File: src/rmc_pkg.sv
// Constants, register map and state encodings for the radio mode control registers
package rmc_pkg;

    localparam int ADDR_W = 6;
    localparam int DATA_W = 8;

    // Register offsets
    localparam logic [ADDR_W-1:0] REV_ID_ADDR = 6'h00;
    localparam logic [ADDR_W-1:0] CTRL_ADDR = 6'h03;

    // Revision identification field layout
    localparam int DIE_REV_MSB = 7;
    localparam int DIE_REV_LSB = 4;
    localparam int PART_TYPE_MSB = 3;
    localparam int PART_TYPE_LSB = 0;

    // Die revision counts up from zero; this value is arbitrary
    localparam logic [3:0] DIE_REV_DEFAULT = 4'h2;
    // Arbitrary neutral part type code
    localparam logic [3:0] PART_TYPE_DEFAULT = 4'h5;

    // Control register field positions
    localparam int CTRL_RX_BIT = 7;
    localparam int CTRL_TX_BIT = 6;
    localparam int CTRL_HALF_BIT = 5;
    localparam int CTRL_BYPASS_BIT = 4;
    localparam int CTRL_PA_MANUAL_BIT = 3;
    localparam int CTRL_PA_ON_BIT = 2;

    localparam logic [DATA_W-1:0] CTRL_RESET = 8'h00;
    // Bits 1:0 are reserved and never stored
    localparam logic [DATA_W-1:0] CTRL_WMASK = 8'hfc;
    localparam logic [DATA_W-1:0] RDATA_UNMAPPED = 8'h00;

    // Settle delay timing
    localparam int CLK_PERIOD_NS = 5;
    localparam int SETTLE_UNIT_NS = 2000;
    localparam int SETTLE_UNIT_CYCLES = (SETTLE_UNIT_NS + CLK_PERIOD_NS - 1) / CLK_PERIOD_NS;
    localparam int SETTLE_CNT_W = 8;
    localparam int SETTLE_PRE_W = 16;

    typedef enum logic [3:0] {
        ST_IDLE = 4'h1,
        ST_WAIT_LOCK = 4'h2,
        ST_COUNT = 4'h4,
        ST_DONE = 4'h8
    } rmc_settle_state_t;

endpackage : rmc_pkg

File: src/rmc_settle_timer.sv
// Synthesizer settle sequencer: optional lock wait, then programmed delay
`timescale 1ns/10ps
module rmc_settle_timer #(
    parameter int UNIT_CYCLES = rmc_pkg::SETTLE_UNIT_CYCLES,
    parameter int CNT_W = rmc_pkg::SETTLE_CNT_W
) (
    // Clock and reset
    input wire logic i_clk,
    input wire logic i_rst_n,
    // Sequence control
    input wire logic i_start,
    input wire logic i_abort,
    input wire logic i_bypass_lock,
    input wire logic i_pll_locked,
    input wire logic [CNT_W-1:0] i_settle_count,
    // Status
    output logic o_settle_done,
    output logic o_busy
);

    localparam int PRE_W = rmc_pkg::SETTLE_PRE_W;
    localparam logic [PRE_W-1:0] PRE_LAST = PRE_W'(UNIT_CYCLES - 1);

    if (UNIT_CYCLES < 1 || UNIT_CYCLES > (1 << PRE_W)) begin : g_bad_unit
        $error("rmc_settle_timer: UNIT_CYCLES out of range");
    end
    if (CNT_W < 1 || CNT_W > 16) begin : g_bad_cnt
        $error("rmc_settle_timer: CNT_W out of range");
    end

    rmc_pkg::rmc_settle_state_t state_r;
    rmc_pkg::rmc_settle_state_t state_nxt;
    logic [PRE_W-1:0] pre_r;
    logic [PRE_W-1:0] pre_nxt;
    logic [CNT_W-1:0] units_r;
    logic [CNT_W-1:0] units_nxt;

    ////////////////////////////////////////////////////////////////////////////
    always_comb begin
        state_nxt = state_r;
        pre_nxt = pre_r;
        units_nxt = units_r;
        if (i_abort) begin
            state_nxt = rmc_pkg::ST_IDLE;
            pre_nxt = '0;
            units_nxt = '0;
        end else if (i_start) begin
            // Count is latched at start; later edits do not stretch a running wait
            pre_nxt = '0;
            units_nxt = i_settle_count;
            state_nxt = i_bypass_lock ? rmc_pkg::ST_COUNT : rmc_pkg::ST_WAIT_LOCK;
        end else begin
            unique case (state_r)
                rmc_pkg::ST_IDLE: begin
                    state_nxt = rmc_pkg::ST_IDLE;
                end
                rmc_pkg::ST_WAIT_LOCK: begin
                    if (i_pll_locked) begin
                        state_nxt = rmc_pkg::ST_COUNT;
                        pre_nxt = '0;
                    end
                end
                rmc_pkg::ST_COUNT: begin
                    if (units_r == '0) begin
                        state_nxt = rmc_pkg::ST_DONE;
                    end else if (pre_r == PRE_LAST) begin
                        pre_nxt = '0;
                        units_nxt = units_r - CNT_W'(1);
                    end else begin
                        pre_nxt = pre_r + PRE_W'(1);
                    end
                end
                rmc_pkg::ST_DONE: begin
                    state_nxt = rmc_pkg::ST_DONE;
                end
                default: begin
                    state_nxt = rmc_pkg::ST_IDLE;
                end
            endcase
        end
    end

    always_ff @(posedge i_clk or negedge i_rst_n) begin
        if (!i_rst_n) begin
            state_r <= rmc_pkg::ST_IDLE;
            pre_r <= '0;
            units_r <= '0;
        end else begin
            state_r <= state_nxt;
            pre_r <= pre_nxt;
            units_r <= units_nxt;
        end
    end

    assign o_settle_done = (state_r == rmc_pkg::ST_DONE);
    assign o_busy = (state_r == rmc_pkg::ST_WAIT_LOCK) || (state_r == rmc_pkg::ST_COUNT);
endmodule : rmc_settle_timer

File: src/rmc_top.sv
// Revision and radio control registers with mode, code half, amplifier and settle logic
`timescale 1ns/10ps
// What this block does
// - Revision register upper nibble reads the die revision, zero for first silicon.
// - Revision register lower nibble reads a fixed part type that writes cannot change.
// - Control bit 7 set enters receive mode; clear leaves it.
// - Control bit 6 set enters transmit mode; clear leaves it.
// - Control bit 5 picks upper (1) or lower (0) 32 chips of the code.
// - Half choice applies only with 32-chip codes; ignored with 64-chip codes.
// - Bit 4 set: settle skips lock indication, waits only programmed delay.
// - Bit 4 clear: settle waits for lock, then the programmed delay.
// - Programmed settle count is in units of 2 microseconds.
// - Bit 3 clear: baseband switches the power amplifier automatically.
// - Bit 3 set: amplifier is on exactly while bit 2 is one.
// - In automatic mode the manual amplifier enable bit is disregarded.
module rmc_top #(
    parameter logic [3:0] DIE_REVISION = rmc_pkg::DIE_REV_DEFAULT,
    parameter logic [3:0] PART_TYPE = rmc_pkg::PART_TYPE_DEFAULT,
    parameter int SETTLE_UNIT_CYCLES = rmc_pkg::SETTLE_UNIT_CYCLES
) (
    // Clock and reset
    input wire logic i_clk_sys,
    input wire logic i_nrst,
    // Register port from the serial front end
    input wire logic [rmc_pkg::ADDR_W-1:0] i_reg_addr,
    input wire logic i_reg_wr,
    input wire logic i_reg_rd,
    input wire logic [rmc_pkg::DATA_W-1:0] i_reg_wdata,
    output logic [rmc_pkg::DATA_W-1:0] o_reg_rdata,
    // Radio context
    input wire logic i_code_width_32,
    input wire logic i_pll_locked,
    input wire logic [rmc_pkg::SETTLE_CNT_W-1:0] i_settle_count,
    input wire logic i_baseband_pa_on,
    // Radio controls
    output logic o_rx_mode,
    output logic o_tx_mode,
    output logic o_code_half_upper,
    output logic o_pa_on,
    output logic o_settle_done,
    output logic o_settle_busy
);

    ////////////////////////////////////////////////////////////////////////////
    // Reset release synchroniser
    logic rst_meta_r;
    logic rst_n;

    always_ff @(posedge i_clk_sys or negedge i_nrst) begin
        if (!i_nrst) begin
            rst_meta_r <= 1'b0;
            rst_n <= 1'b0;
        end else begin
            rst_meta_r <= 1'b1;
            rst_n <= rst_meta_r;
        end
    end

    ////////////////////////////////////////////////////////////////////////////
    // Register file
    logic [rmc_pkg::DATA_W-1:0] ctrl_r;
    logic [rmc_pkg::DATA_W-1:0] ctrl_nxt;
    logic [rmc_pkg::DATA_W-1:0] rdata_r;
    logic [rmc_pkg::DATA_W-1:0] rdata_nxt;
    logic [rmc_pkg::DATA_W-1:0] rev_word;

    always_comb begin
        rev_word = '0;
        rev_word[rmc_pkg::DIE_REV_MSB:rmc_pkg::DIE_REV_LSB] = DIE_REVISION;
        rev_word[rmc_pkg::PART_TYPE_MSB:rmc_pkg::PART_TYPE_LSB] = PART_TYPE;
    end

    always_comb begin
        ctrl_nxt = ctrl_r;
        // Only the control offset is writable; revision writes fall through
        if (i_reg_wr && i_reg_addr == rmc_pkg::CTRL_ADDR) begin
            ctrl_nxt = i_reg_wdata & rmc_pkg::CTRL_WMASK;
        end
        rdata_nxt = rdata_r;
        if (i_reg_rd) begin
            if (i_reg_addr == rmc_pkg::REV_ID_ADDR) begin
                rdata_nxt = rev_word;
            end else if (i_reg_addr == rmc_pkg::CTRL_ADDR) begin
                rdata_nxt = ctrl_r;
            end else begin
                rdata_nxt = rmc_pkg::RDATA_UNMAPPED;
            end
        end
    end

    always_ff @(posedge i_clk_sys or negedge rst_n) begin
        if (!rst_n) begin
            ctrl_r <= rmc_pkg::CTRL_RESET;
            rdata_r <= '0;
        end else begin
            ctrl_r <= ctrl_nxt;
            rdata_r <= rdata_nxt;
        end
    end

    assign o_reg_rdata = rdata_r;
    assign o_rx_mode = ctrl_r[rmc_pkg::CTRL_RX_BIT];
    assign o_tx_mode = ctrl_r[rmc_pkg::CTRL_TX_BIT];

    ////////////////////////////////////////////////////////////////////////////
    // Code half and amplifier steering, registered so outputs stay glitch free
    logic half_r;
    logic half_nxt;
    logic pa_r;
    logic pa_nxt;
    logic mode_prev_r;
    logic mode_prev_nxt;
    logic mode_any;

    assign mode_any = o_rx_mode | o_tx_mode;

    always_comb begin
        // 64-chip codes use the whole code, so the half choice is masked
        half_nxt = i_code_width_32 & ctrl_r[rmc_pkg::CTRL_HALF_BIT];
        if (ctrl_r[rmc_pkg::CTRL_PA_MANUAL_BIT]) begin
            pa_nxt = ctrl_r[rmc_pkg::CTRL_PA_ON_BIT];
        end else begin
            pa_nxt = i_baseband_pa_on;
        end
        mode_prev_nxt = mode_any;
    end

    always_ff @(posedge i_clk_sys or negedge rst_n) begin
        if (!rst_n) begin
            half_r <= 1'b0;
            pa_r <= 1'b0;
            mode_prev_r <= 1'b0;
        end else begin
            half_r <= half_nxt;
            pa_r <= pa_nxt;
            mode_prev_r <= mode_prev_nxt;
        end
    end

    assign o_code_half_upper = half_r;
    assign o_pa_on = pa_r;

    ////////////////////////////////////////////////////////////////////////////
    // Settle sequence restarts each time the radio leaves idle
    rmc_settle_timer #(
        .UNIT_CYCLES(SETTLE_UNIT_CYCLES),
        .CNT_W(rmc_pkg::SETTLE_CNT_W)
    ) u_settle (
        .i_clk(i_clk_sys),
        .i_rst_n(rst_n),
        .i_start(mode_any && !mode_prev_r),
        .i_abort(!mode_any),
        .i_bypass_lock(ctrl_r[rmc_pkg::CTRL_BYPASS_BIT]),
        .i_pll_locked(i_pll_locked),
        .i_settle_count(i_settle_count),
        .o_settle_done(o_settle_done),
        .o_busy(o_settle_busy)
    );
endmodule : rmc_top

File: config.mk
export PLATFORM = sky130hd
export DESIGN_NAME = rmc_top
export DESIGN_NICKNAME = d
export VERILOG_FILES = /design/src/rmc_pkg.sv /design/src/rmc_settle_timer.sv /design/src/rmc_top.sv
export SDC_FILE = /design/constraint.sdc
export NUM_CORES = 1
export LEC_CHECK = 0
export ABC_AREA = 1
export BUFFER_PORTS_ARGS = -buffer_cell sky130_fd_sc_hd__clkbuf_2
export CAP_MARGIN = 20
export CORE_UTILIZATION = 50
export CTS_CLUSTER_DIAMETER = 40
export DETAILED_ROUTE_END_ITERATION = 10
export HOLD_SLACK_MARGIN = 0.08
export PLACE_DENSITY = 0.81
export RECOVER_POWER = 50
export REMOVE_ABC_BUFFERS = 1
export SYNTH_ARGS = -nofsm -noshare
export SYNTH_HDL_FRONTEND = slang
export SYNTH_HIERARCHICAL = 1
export SYNTH_SLANG_ARGS = --single-unit
File: constraint.sdc
create_clock -name i_clk_sys -period 1.5 [get_ports i_clk_sys]
set_input_delay 0.3 -clock i_clk_sys [delete_from_list [all_inputs] [get_ports i_clk_sys]]
set_output_delay 0.3 -clock i_clk_sys [all_outputs]
set_load 0.02 [all_outputs]
; ---- Word level (Yosys, flattened, before mapping)
; Index checks and enable logic that the tools add are counted.
[op_classes]
shift = 0
order_cmp = 0
muxes = 20
n_reduce_logical = 9
n_addsub = 2
bitwise_logic = 2
mul = 0
div = 0
eq_ne = 12
[op_table]
columns = operator, n
row1 = $mux 16, 5
row2 = $mux 8, 7
row3 = $pmux 16 s2, 1
row4 = $add 16x1->16 const B, 1
row5 = $eq 16x9->1 const B, 1
row6 = $mux 4, 4
row7 = $pmux 4 s3, 1
row8 = $logic_not 8->1, 1
row9 = $ne 4x3->1 const B, 2
row10 = $sub 8x1->8 const B, 1
row11 = $eq 6x2->1 const B, 1
row12 = $logic_not 6->1, 1
row13 = $ne 3x1->1 const B, 2
row14 = $reduce_and 3->1, 2
row15 = $eq 4x2->1 const B, 1
row16 = $eq 4x3->1 const B, 1
row17 = $eq 4x4->1 const B, 1
row18 = $ne 4x1->1 const B, 1
row19 = $ne 4x2->1 const B, 1
row20 = $mux 3, 1
row21 = $ne 3x2->1 const B, 1
row22 = $logic_and 1x1->1, 2
row23 = $reduce_and 2->1, 1
row24 = $and 1x1->1, 1
row25 = 4 further kinds, 4
[word_totals]
elab_cells = 55
latch_bits = 0
inputBits = 29
output_inout_bits = 14
mem_bits_rw = 0
reg_bits = 47
romBits = 0
memories = 0

; ---- Longest topological paths before layout
; Gate-level depths: netlist of run 1.
[logic_depth]
ltp_word = 6
depth_mapped = 12
ltp_nobuf = 12

; ---- Hierarchy
; Netlist of run 1, hierarchy kept.
[by_module_without_submodules]
columns = module, seq_area_each_um2, cells_per_inst, area_per_inst_um2, instances
row1 = rmc_settle_timer, 701.9, 298, 2067.0, 1
row2 = rmc_top, 450.4, 86, 803.3, 1

; ---- Least setup slack after synthesis of run 1
; Ideal clock, no wire load.
[synth_timing]
path_type = reg2reg
from = register ctrl_r[6] (netlist name)
to = register u_settle.pre_r[13]
setup_ps = 65
period_less_slack_ps = 1969
path_slack_ps = -469
t_arrival_ps = 1904
path_buffers = 0
required_time_ps = 1435
path_stages_with_launch = 10
cell_sequence = dfrtp_1 nor2_1 nor2_1 nor2_4 inv_2 nor2_4 nand2_4 nor2_4 nand2_1 nand2_1
[synth_between]
elab_chain_cells = 4
word_cells_on_any_way = 8
classes_between = eq/ne: 3 / mux: 2 / bitwise: 1 / reduce/logical: 2
[synth_rtl]
columns = element, line
row1 = from (decl), rmc_top.sv:61  ; logic [rmc_pkg::DATA_W-1:0] ctrl_r;
row2 = from (signal assigned), rmc_top.sv:93  ; ctrl_r <= rmc_pkg::CTRL_RESET;
row3 = from (signal assigned), rmc_top.sv:96  ; ctrl_r <= ctrl_nxt;
row4 = $or 1x1->1 (*), rmc_top.sv:115  ; assign mode_any = o_rx_mode | o_tx_mode;
row5 = $logic_and 1x1->1, rmc_top.sv:151  ; .i_start(mode_any && !mode_prev_r),
row6 = $ne 4x3->1 (no line) (tied with other cells), n/a
row7 = $reduce_and 3->1 (no line) or $mux 16 (tied branches), n/a
row8 = to (signal assigned), rmc_settle_timer.sv:90  ; pre_r <= pre_nxt;
row9 = to (decl), rmc_settle_timer.sv:33  ; logic [PRE_W-1:0] pre_r;
; Every way passes the cells marked *; elsewhere a longest branch is shown, timed or not.
; A chain may end at the register's enable or synchronous reset.

; ---- Final worst setup path of run 1
[layout_timing]
from = register u_settle.state_r[0]
to = output o_settle_busy
[layout_between]
elab_chain_cells = 2
word_cells_on_any_way = 3
classes_between = eq/ne: 2 / reduce/logical: 1
[layout_rtl]
columns = element, line
row1 = from (decl), rmc_settle_timer.sv:31  ; rmc_pkg::rmc_settle_state_t state_r;
row2 = from (signal assigned), rmc_settle_timer.sv:85  ; state_r <= rmc_pkg::ST_IDLE;
row3 = from (signal assigned), rmc_settle_timer.sv:89  ; state_r <= state_nxt;
row4 = $eq 4x2->1 or $eq 4x3->1 (tied branches), rmc_settle_timer.sv:96  ; assign o_busy = (state_r == rmc_pkg::ST_WAIT_LOCK) || (state_r == rmc_pkg::ST_COUNT);
row5 = $logic_or 1x1->1 (*), rmc_settle_timer.sv:96
row6 = to (decl), rmc_top.sv:41  ; output logic o_settle_busy
; Marks and branches as above.

==> results of run 1 <==
power by group through the flow:
stage | Clock [mW] | Combinational, mW | Sequential (mW)
floorplan | 0 | 1.03 | 1.52
global placement | 0 | 1.61 | 1.48
detailed placement | 0 | 1.67 | 1.48
CTS | 0.850 | 1.74 | 1.47
global route | 0.896 | 2.00 | 1.49
finish | 0.832 | 1.83 | 1.48
final cells by class:
| type | instances | share of cell area |
|---|---|---|
| clock buffer | 5 | 0.01850 |
| timing repair buffer | 88 | 0.1608 |
| sequential | 46 | 0.3105 |
| tap | 72 | 0.02422 |
| multi-input combinational | 291 | 0.4349 |
| inverter | 42 | 0.04339 |
| clock inverter | 3 | 0.007736 |
flip-flops by register name (all words and copies together), names as in the netlist:
name / flops
rst_meta_r: 1
u_settle/state_r: 4
rst_n: 1
o_code_half_upper: 1
u_settle/pre_r: 16
mode_prev_r: 1
o_pa_on: 1
u_settle/units_r: 8
ctrl_r: 6
o_reg_rdata: 7
cell usage in the layout, fill, tap and decap left out, drive strengths merged:
master | Yosys | layout
a21oi | 9 | 9
nor2 | 68 | 68
nand3 | 31 | 32
ha | 3 | 3
xor2 | 1 | 1
clkbuf | 1 | 43
nand3b | 2 | 2
nor3 | 5 | 5
mux2 | 1 | 1
clkinv | 2 | 3
o21bai | 1 | 1
dfrtp | 45 | 45
nand2 | 121 | 122
dlygate4sd3 | 0 | 1
o21ai | 19 | 19
xnor2 | 3 | 3
nand4 | 20 | 20
o22ai | 1 | 1
or2 | 1 | 1
inv | 40 | 42
a211oi | 1 | 1
buf | 6 | 49
dfstp | 1 | 1
conb | 2 | 2
routing by layer:
metal | vias up | wire length [um] | GRT usage
met4 | 0 | 109 | 0.1075
met1 | 1368 | 2956 | 0.2926
met3 | 16 | 405 | 0.04000
met5 | - | 0 | 0
met2 | 117 | 3959 | 0.4363
li1 | 1407 | - | -
worst min-delay path by stage:
stage	startpoint	endpoint	slack, ns	cells after the start
after detailed placement	i_nrst	rst_meta_r	0.09	1
after floorplan	i_nrst	rst_meta_r	0.004	0
final	rst_n	u_settle/pre_r[14]	0.17	0
after global routing	i_code_width_32	o_code_half_upper	0.17	3
after global placement	i_nrst	rst_meta_r	0.09	1
after CTS	i_code_width_32	o_code_half_upper	0.17	3
repair_timing:
item / CTS / global route
hold endpoints to repair: 2 / 0
endpoints found under the setup margin: 25 / 29
hold buffers: 1 / 0
setup buffers: 6 / 3
resized for setup: 25 / 20
cloned: 1 / 1
pin swaps: 11 / 12
worst max-delay path: cells and delay by family, from the launching register on:
family	cells	cell delay, ns
flip-flops	1	0.57
AND/OR/NAND/NOR	3	0.19
buffers and inverters	3	0.23
through the flow:
step | setup slack, ns | total power [mW] | utilization
floorplan | -0.6706 | 2.553 | -
global placement | -0.09281 | 3.088 | 0.6194
detailed placement | -0.1382 | 3.157 | 0.6194
CTS | -0.1058 | 4.052 | 0.6621
global route | -0.1367 | 4.382 | 0.6755
finish | -0.09212 | 4.132 | 0.6755
cells by family after synthesis:
family                     Yosys count  synth area share
AOI/OAI and AO/OA                   31           0.06539
and+or+nand+nor                    248            0.4255
adders and majority gates            3           0.01308
xor gates and xnor gates             4           0.01221
DFF                                 46            0.4015
other                                2          0.002616
muxes                                1          0.003923
buffers and inverters               49           0.07584
==> flow_summary.yaml, run 1 <==
synth:
  yosys-top-cells-area: "dfrtp_1 (39%), nand2_1 (14%), nor2_1 (7.3%), inv_1 (4.7%), nand3_1 (4.4%)"
  ys_async_sr_fraction: 1.000
  ys_top_cells_by_count: "nand2_1 (108), nor2_1 (56), dfrtp_1 (45)"
  synth_area_per_cell_sq_um: 7.475
  synth_ff_type: "dfrtp_1"
  synth.most_common_cell: "nand2_1"
  synth_top_area_frac: 0.3923
  yosysSeqAreaShare: 0.4015
  synthDistinctLibCells: 38
  synth-seq-cells: 46
  yosys.area.top_type: "dfrtp_1"
  synth_edf_count: 0
  synth_area_sq_um: 2870
  synth_cells: 384
  yosys_warnings: 6
final_layout:
  num_antenna_cells: 0
  drive_gt1_frac: 0.3453
  seqCellArea_sq_um: 1155
  fin_nets: 506
  multi_input_area_sq_um: 1618
  finalNonFillerCells: 547
  syn_to_final_growth_pct: 29.60
  fillers: 426
  design_area_sq_um: 3720
clocking:
  cts-buffers-inserted: 5
  cts_tree: "done"
  path_clk_slew_ns: 0.10
  clockRootBuffer: "clkbuf_8"
  clock_latency_ns: 0.31
  cts.sinks: 46
  cts_max_level: 2
  clock_path_buffers: 2
timing:
  min_period_ns: 1.592
  fin_skew_ns: 0.01244
  finalHoldViolCount: 0
  fmax_mhz: 628.1
  relSlewSlack: 0.4893
  slew_viol_final: 0
  hold_ws_ns: 0.1676
  tns_ns: -0.6329
  layout_setup_ws_ns: -0.09212
  rsz0062_at_grt: "yes"
  setup_violations: 22
  worstMarginPinSlew_ns: 0.7661
  period_share: 1.061
power:
  clkPwrFrac: 0.201
  power.leakage_nw: 1.959
  ir_drop_mv: 0.9283
  swShare: 0.4023
  power_frac_seq: 0.357
  switching_power_mw: 1.662
  p_int_mw: 2.470
  p_per_area_nw_per_um2: 1111
  combPwrFrac: 0.442
detailed_routing:
  vias: 2908
  drc: 0
  vias_per_cell: 5.316
  ant_nets: 0
  drtIter0Drc: 289
  dr.pass1.iters: 5
  wire_per_inst_um: 13.58
  drt-total-wl_mm: 7.430
place:
  place_congestion: 0.8823
  dpl_cell_area_sq_um: 3411
  dp.cells: 528
  port_buffers: 39
  hpwlAfterDp_mm: 5.123
worst_setup_path:
  worst_setup_path_start_kind: "register"
  worstPathArrival_ns: 1.29
  cp_common_cell: "nand2_4"
  max_stage_delay_ns: 0.57
  path_max_fanout: 5
  startpoint: "u_settle/state_r[0]"
  critical_path_required_ns: 1.20
  timing.critical_path.to: "o_settle_busy"
  worstSetupPathType: "register to primary output"
  r2r_cells: 10
  ff2ff_setup_slack_ns: -0.06
  r2r-end: "u_settle/pre_r[8]"
  slowest_stage: "dfstp_2"
  r2r_start: "u_settle/state_r[0]"
  crit_chain: "inv_2 -> nand2_4 -> nor2_8 -> inv_4 -> nand2_4 -> buf_8"
  crit_path_end_kind: "primary output"
global_routing:
  antenna_found_initial: 0
  grt_pass1_vias: 2789
  grt_pass1_wl_mm: 11.92
  grt_max_degree: 31
  grt_overflow: 0
  grt_usage: 0.2463
floorplan:
  die_h_um: 77.77
  dieArea_sq_um: 6047
  io_pins: 43
  die_x_um: 77.77
  rows: 27
  core_sq_um: 5507
  initial_utilization: 0.5212
min_path:
  hold_class: "register to async pin"
status:
  status: "finished with violations"
  violations: "setup timing"
flow_run:
  maxCapViolations: 0
Power figures use the tool's default switching activity.
==> run 2, diff against run 1 <==
--- a/config.mk
+++ b/config.mk
@@ -6,15 +6,14 @@
 export NUM_CORES = 1
 export LEC_CHECK = 0
 export ABC_AREA = 1
-export BUFFER_PORTS_ARGS = -buffer_cell sky130_fd_sc_hd__clkbuf_2
 export CAP_MARGIN = 20
 export CORE_UTILIZATION = 50
 export CTS_CLUSTER_DIAMETER = 40
 export DETAILED_ROUTE_END_ITERATION = 10
+export DONT_BUFFER_PORTS = 1
 export HOLD_SLACK_MARGIN = 0.08
-export PLACE_DENSITY = 0.81
+export PLACE_DENSITY = 0.75
 export RECOVER_POWER = 50
-export REMOVE_ABC_BUFFERS = 1
 export SYNTH_ARGS = -nofsm -noshare
 export SYNTH_HDL_FRONTEND = slang
 export SYNTH_HIERARCHICAL = 1
==> constraint.sdc (replaced) <==
create_clock -name i_clk_sys -period 1.7 [get_ports i_clk_sys]
set_input_delay 0.34 -clock i_clk_sys [delete_from_list [all_inputs] [get_ports i_clk_sys]]
set_output_delay 0.34 -clock i_clk_sys [all_outputs]
set_load 0.02 [all_outputs]
==> run 2 against run 1 <==
  * The flow now finishes without violations
  * Final area is 15% lower
  * Clock-buffer cell count did not move
  * First-iteration DRC count down 48%
  * Register-to-register slack gained 0.18 ns
  * Core utilization down 9.9 points
  * Setup slack better by 0.15 ns
  * Routed wire length fell by 20%
  * Cell count down 14%
  * Power decreased by 18%
  * Die area did not move
  * Sequential share of layout area up 5.3 points
  * Global-route usage decreased by 3.1 points
  * Critical endpoint unchanged
  * Largest power group is now sequential cells
  * Highest routed layer unchanged
==> flow_summary.yaml, run 2 (same netlist as run 1, synthesis figures left out) <==
status:
  status: "finished, final reports clean"
place:
  dpl_cell_area_sq_um: 3010
  dp_slack_ns: 0.009072
  port_buffers: 0
  hpwlAfterDp_mm: 4.391
  place_congestion: 0.9184
final_layout:
  num_antenna_cells: 0
  final_common_cell: "nand2_1"
  syn_to_final_growth_pct: 10.64
  top_register: "u_settle/pre_r"
  fin_nets: 430
  seqCellArea_sq_um: 1154
  fillers: 497
  largest_register_ffs: 16
  drive_gt1_frac: 0.1830
  multi_input_area_sq_um: 1545
  layout_common_cells: "nand2_1 (107), nor2_1 (53), dfrtp_1 (44), inv_1 (36), nand3_1 (25)"
  design_area_sq_um: 3176
power:
  ir_drop_mv: 0.9108
  p_per_area_nw_per_um2: 1064
  clkPwrFrac: 0.245
  power.leakage_nw: 1.609
  p_int_mw: 2.090
  swShare: 0.3815
  switching_power_mw: 1.289
  power_frac_seq: 0.398
  combPwrFrac: 0.358
global_routing:
  grt_overflow: 0
  antenna_found_initial: 0
  grt.busiest_layer: "met2"
  grt_use_met3: 0.04471
  grt_pass1_wl_mm: 10.48
  grt.met1_usage: 0.2734
  grt_max_degree: 27
  met2_usage: 0.3673
  grt_pass1_vias: 2377
  grt_usage: 0.2155
flow_run:
  maxCapViolations: 0
timing:
  setup_violations: 0
  finalHoldViolCount: 0
  min_period_ns: 1.643
  rsz0062_at_grt: "yes"
  layout_setup_ws_ns: 0.05706
  relSlewSlack: 0.4809
  fmax_mhz: 608.7
  slew_viol_final: 0
  fin_skew_ns: 0.009844
  worstMarginPinSlew_ns: 0.7787
  tns_ns: 0
  period_share: 0.9664
floorplan:
  die_h_um: 77.77
  initial_utilization: 0.5212
  core_sq_um: 5507
  dieArea_sq_um: 6047
  die_x_um: 77.77
  io_pins: 43
  rows: 27
clocking:
  clockRootBuffer: "clkbuf_8"
  cts_max_level: 2
  cts-buffers-inserted: 5
  cts_tree: "done"
  path_clk_slew_ns: 0.09
  clock_latency_ns: 0.30
  clock_path_buffers: 2
  cts.sinks: 46
detailed_routing:
  dr.pass1.iters: 4
  drtIter0Drc: 149
  wire_per_inst_um: 12.58
  drt-total-wl_mm: 5.927
  ant_nets: 0
  vias_per_cell: 5.208
  drc: 0
  vias: 2453
synth:
  synth_fp_nets: 416
worst_setup_path:
  critical_path_required_ns: 1.36
  worst_setup_path_start_kind: "register"
  worstSetupPathType: "register to primary output"
  worstPathArrival_ns: 1.30
  path_max_fanout: 7
  crit_path_end_kind: "primary output"
min_path:
  hold_class: "input pin to register"
[run 2: layer usage]
| layer | wire, um | share of wire |
|---|---|---|
| met3 | 311 | 0.052 |
| met2 | 2829 | 0.48 |
| met5 | 0 | 0 |
| met4 | 101 | 0.017 |
| met1 | 2685 | 0.45 |
[run 2: timing repair]
action                                  in CTS  in global routing
pin swaps                                    0                  7
gates resized for setup                      3                  7
hold buffers                                 1                  0
endpoints found under the hold margin        2                  0
setup buffers                                0                  1
endpoints found under the setup margin       2                 12
gates cloned                                 0                  1
[run 2: layout make-up]
cell class	instances	share of cell area
Inverter	42	0.05043
Tap cell	72	0.02837
Clock buffer	5	0.02167
Timing Repair Buffer	13	0.03546
Clock inverter	3	0.01418
Sequential cell	46	0.3633
Multi-Input combinational cell	290	0.4866
[run 2: critical path: stages, from the launching register on]
cell	delay [ns]
dfstp_2	0.53
inv_1	0.04
nand2_2	0.13
nor2_8	0.06
inv_2	0.12
nand2_2	0.12
[run 2: power groups by stage]
stage	clock network, mW	registers [mW]	logic (mW)
floorplan	0	1.35	0.963
CTS	0.850	1.34	1.18
global route	0.883	1.37	1.38
detailed placement	0	1.36	1.17
finish	0.826	1.34	1.21
global placement	0	1.36	1.14
[run 2: path summary, 6_finish.rpt]
kind,start,endpoint,cells after the start,slack (ns)
max in group asynchronous,rst_n,u_settle/state_r[0],1,0.69
worst max register to register,u_settle/units_r[4],u_settle/pre_r[13],8,0.12
min in group asynchronous,i_nrst,rst_n,1,0.25
worst max-delay path,u_settle/state_r[0],o_settle_busy,5,0.06
worst min register to register,rst_n,u_settle/pre_r[14],0,0.33
worst min-delay path,i_code_width_32,o_code_half_upper,2,0.14
[run 2: through the flow]
| step | power [mW] | util | std cells | hold WS [ns] |
|---|---|---|---|---|
| 2_1_floorplan | 2.311 | - | 384 | 0.04441 |
| 3_3_place_gp | 2.500 | 0.5467 | 460 | 0.04445 |
| 3_5_place_dp | 2.530 | 0.5467 | 460 | 0.04444 |
| 4_1_cts | 3.376 | 0.5715 | 469 | 0.1295 |
| 5_1_grt | 3.630 | 0.5767 | 471 | 0.1376 |
| 6_report | 3.379 | 0.5767 | 471 | 0.1368 |
==> run 3, diff against run 2 <==
--- a/config.mk
+++ b/config.mk
@@ -5,7 +5,6 @@
 export SDC_FILE = /design/constraint.sdc
 export NUM_CORES = 1
 export LEC_CHECK = 0
-export ABC_AREA = 1
 export CAP_MARGIN = 20
 export CORE_UTILIZATION = 50
 export CTS_CLUSTER_DIAMETER = 40
==> run 3 against run 2 <==
  * The run now ends with setup timing left
  * Global-route usage increased by 5.3 points
  * Clock skew grew 0.0020 ns
  * Sequential share of layout area shrank 2.7 points
  * Area after synthesis fell by 14%
  * Hold slack improved by 0.0019 ns
  * Via count decreased by 4.0%
  * Critical path depth grew 2
  * Largest cell class unchanged
  * Critical endpoint is now u_settle/pre_r[5]
  * Fmax is 22% lower
  * Core utilization increased by 15 points
==> flow_summary.yaml, run 3 <==
synth:
  yosys.area.top_type: "dfrtp_1"
  synth_cells: 255
  ys_async_sr_fraction: 1.000
  yosys-top-cells-area: "dfrtp_1 (45%), a21oi_1 (3.8%), inv_1 (3.8%), mux2_4 (3.6%), o21ai_0 (3.4%)"
  synth_area_sq_um: 2482
  ys_top_cells_by_count: "dfrtp_1 (45), inv_1 (25), a21oi_1 (19)"
  synth_area_per_cell_sq_um: 9.735
  synthDistinctLibCells: 50
  yosysSeqAreaShare: 0.4642
  synth_edf_count: 0
  synth_ff_type: "dfrtp_1"
  synth_fp_nets: 287
  synth.most_common_cell: "dfrtp_1"
  synth_top_area_frac: 0.4536
  yosys_warnings: 6
  synth-seq-cells: 46
clocking:
  cts_max_level: 2
  path_clk_slew_ns: 0.09
  cts_tree: "done"
  clockRootBuffer: "clkbuf_8"
  clock_latency_ns: 0.30
  clock_path_buffers: 2
  cts.sinks: 46
  cts-buffers-inserted: 5
detailed_routing:
  drc: 0
  vias: 2354
  wire_per_inst_um: 17.68
  drt-total-wl_mm: 6.930
  ant_nets: 0
  vias_per_cell: 6.005
  dr.pass1.iters: 5
  drtIter0Drc: 300
timing:
  min_period_ns: 2.107
  fin_skew_ns: 0.01180
  relSlewSlack: 0.5090
  setup_violations: 28
  worstMarginPinSlew_ns: 0.7364
  finalHoldViolCount: 0
  hold_ws_ns: 0.1387
  layout_setup_ws_ns: -0.4072
  slew_viol_final: 0
  period_share: 1.240
  rsz0062_at_grt: "yes"
  fmax_mhz: 474.6
global_routing:
  grt_usage: 0.2680
  grt_pass1_wl_mm: 10.63
  grt_pass1_vias: 2340
  grt_overflow: 0
  grt_max_degree: 30
  antenna_found_initial: 0
final_layout:
  seqCellArea_sq_um: 1156
  syn_to_final_growth_pct: 38.56
  layout_common_cells: "buf_4 (57), dfrtp_1 (42), inv_1 (25), a21oi_1 (15), o21ai_1 (14)"
  top_register: "u_settle/pre_r"
  drive_gt1_frac: 0.4092
  final_common_cell: "buf_4"
  largest_register_ffs: 16
  multi_input_area_sq_um: 1350
  final_util: 0.7234
  num_antenna_cells: 0
  fin_nets: 356
  fillers: 325
flow_run:
  maxCapViolations: 0
worst_setup_path:
  worstPathArrival_ns: 2.28
  path_max_fanout: 12
  worstSetupPathType: "register to register"
  worst_setup_path_start_kind: "register"
  max_stage_delay_ns: 0.54
  crit_path_end_kind: "register"
  slowest_stage: "or4_4"
  critical_path_required_ns: 1.87
  crit_chain: "or4_4 -> nor4_4 -> buf_12 -> buf_6 -> nor3_1 -> o21ai_1 -> o41ai_4"
floorplan:
  die_x_um: 72.46
  io_pins: 43
  core_sq_um: 4755
  initial_utilization: 0.5221
  die_h_um: 72.46
  dieArea_sq_um: 5250
  rows: 25
place:
  place_congestion: 0.8915
  port_buffers: 0
  hpwlAfterDp_mm: 4.084
power:
  p_per_area_nw_per_um2: 780.3
  power.leakage_nw: 1.506
  ir_drop_mv: 0.5720
min_path:
  hold_class: "input pin to register"
status:
  violations: "setup timing"
  status: "finished with violations"
-- run 3: cell types whose count changed after synthesis, moves of 7 or more --
cell	delta
nand2_1	-90
nor2_1	-40
o21ai_0	+8
nand2_2	-7
nand4_1	-12
inv_1	-11
nand3_1	-17
a21oi_1	+11
-- run 3: final cells by class --
class | instances | share of cell area
clock inverters | 3 | 0.01273
clock buffers | 5 | 0.02001
inverters | 25 | 0.02728
repair buffers | 73 | 0.1870
well taps | 67 | 0.02437
flip-flops and latches | 46 | 0.3361
multi-input cells | 173 | 0.3925
-- run 3: cells by family (layout without fill, tap and decap cells) --
logic type,after synthesis,count (layout),share of synthesized area
adder cells (fa/ha/maj),3,3,0.01512
flip-flops,46,46,0.4642
other,2,2,0.003025
AO/OA/AOI/OAI,61,61,0.1583
AND/OR/NAND/NOR,91,91,0.2203
XOR/XNOR,8,8,0.02823
buffers and inverters,36,106,0.06552
multiplexers,8,8,0.04536
-- run 3: report_power, final --
group	internal (mW)	switching, mW	total, mW	leakage, nW
combinational	0.304	0.323	0.628	0.828
sequential	1.16	0.0698	1.23	0.620
clock	0.441	0.385	0.826	0.0585
-- run 3: path summary, 6_finish.rpt --
| check | slack, ns | cells after the start | start | end |
|---|---|---|---|---|
| max | -0.41 | 7 | u_settle/pre_r[13] | u_settle/pre_r[5] |
| min | 0.14 | 1 | i_reg_rd | o_reg_rdata[0] |
| max reg2reg | -0.41 | 7 | u_settle/pre_r[13] | u_settle/pre_r[5] |
| min reg2reg | 0.25 | 0 | rst_n | o_code_half_upper |
| max in group asynchronous | 0.26 | 1 | rst_n | u_settle/state_r[3] |
| min in group asynchronous | 0.25 | 0 | rst_n | o_code_half_upper |
-- run 3: metrics by stage --
stage / instance area [sq um] / std cells / total power [mW] / TNS [ns] / worst slack [ns]
after global routing: 3440 / 392 / 2.789 / -9.860 / -0.5020
after global placement: 2973 / 365 / 1.724 / -5.417 / -0.2810
after CTS: 3337 / 386 / 2.652 / -6.246 / -0.3537
final: 3440 / 392 / 2.684 / -7.877 / -0.4072
after floorplan: 2530 / 255 / 1.588 / -5.000 / -0.2883
after detailed placement: 2973 / 365 / 1.741 / -6.482 / -0.3419
-- run 3: what timing repair did --
action                                  4_1_cts  5_1_grt
setup buffers                                11        7
cloned                                        1        0
gates resized for setup                      32       19
endpoints found under the setup margin       28       29
pin swaps                                    18       18
hold buffers                                  1        0
endpoints found under the hold margin         2        0
-- run 3: worst max-delay path, delay by kind of cell (launching register included) --
kind	cells	cell delay (ns)
compound gates	2	0.36
buf+inv	2	0.32
flops	1	0.38
simple gates	3	0.92
-- run 3: metal layers --
layer / wire, um / share of wire / global-route usage
met5: 0 / 0 / 0
met2: 3504 / 0.51 / 0.4714
met1: 2592 / 0.37 / 0.3122
met4: 272 / 0.039 / 0.1198
met3: 561 / 0.081 / 0.05972
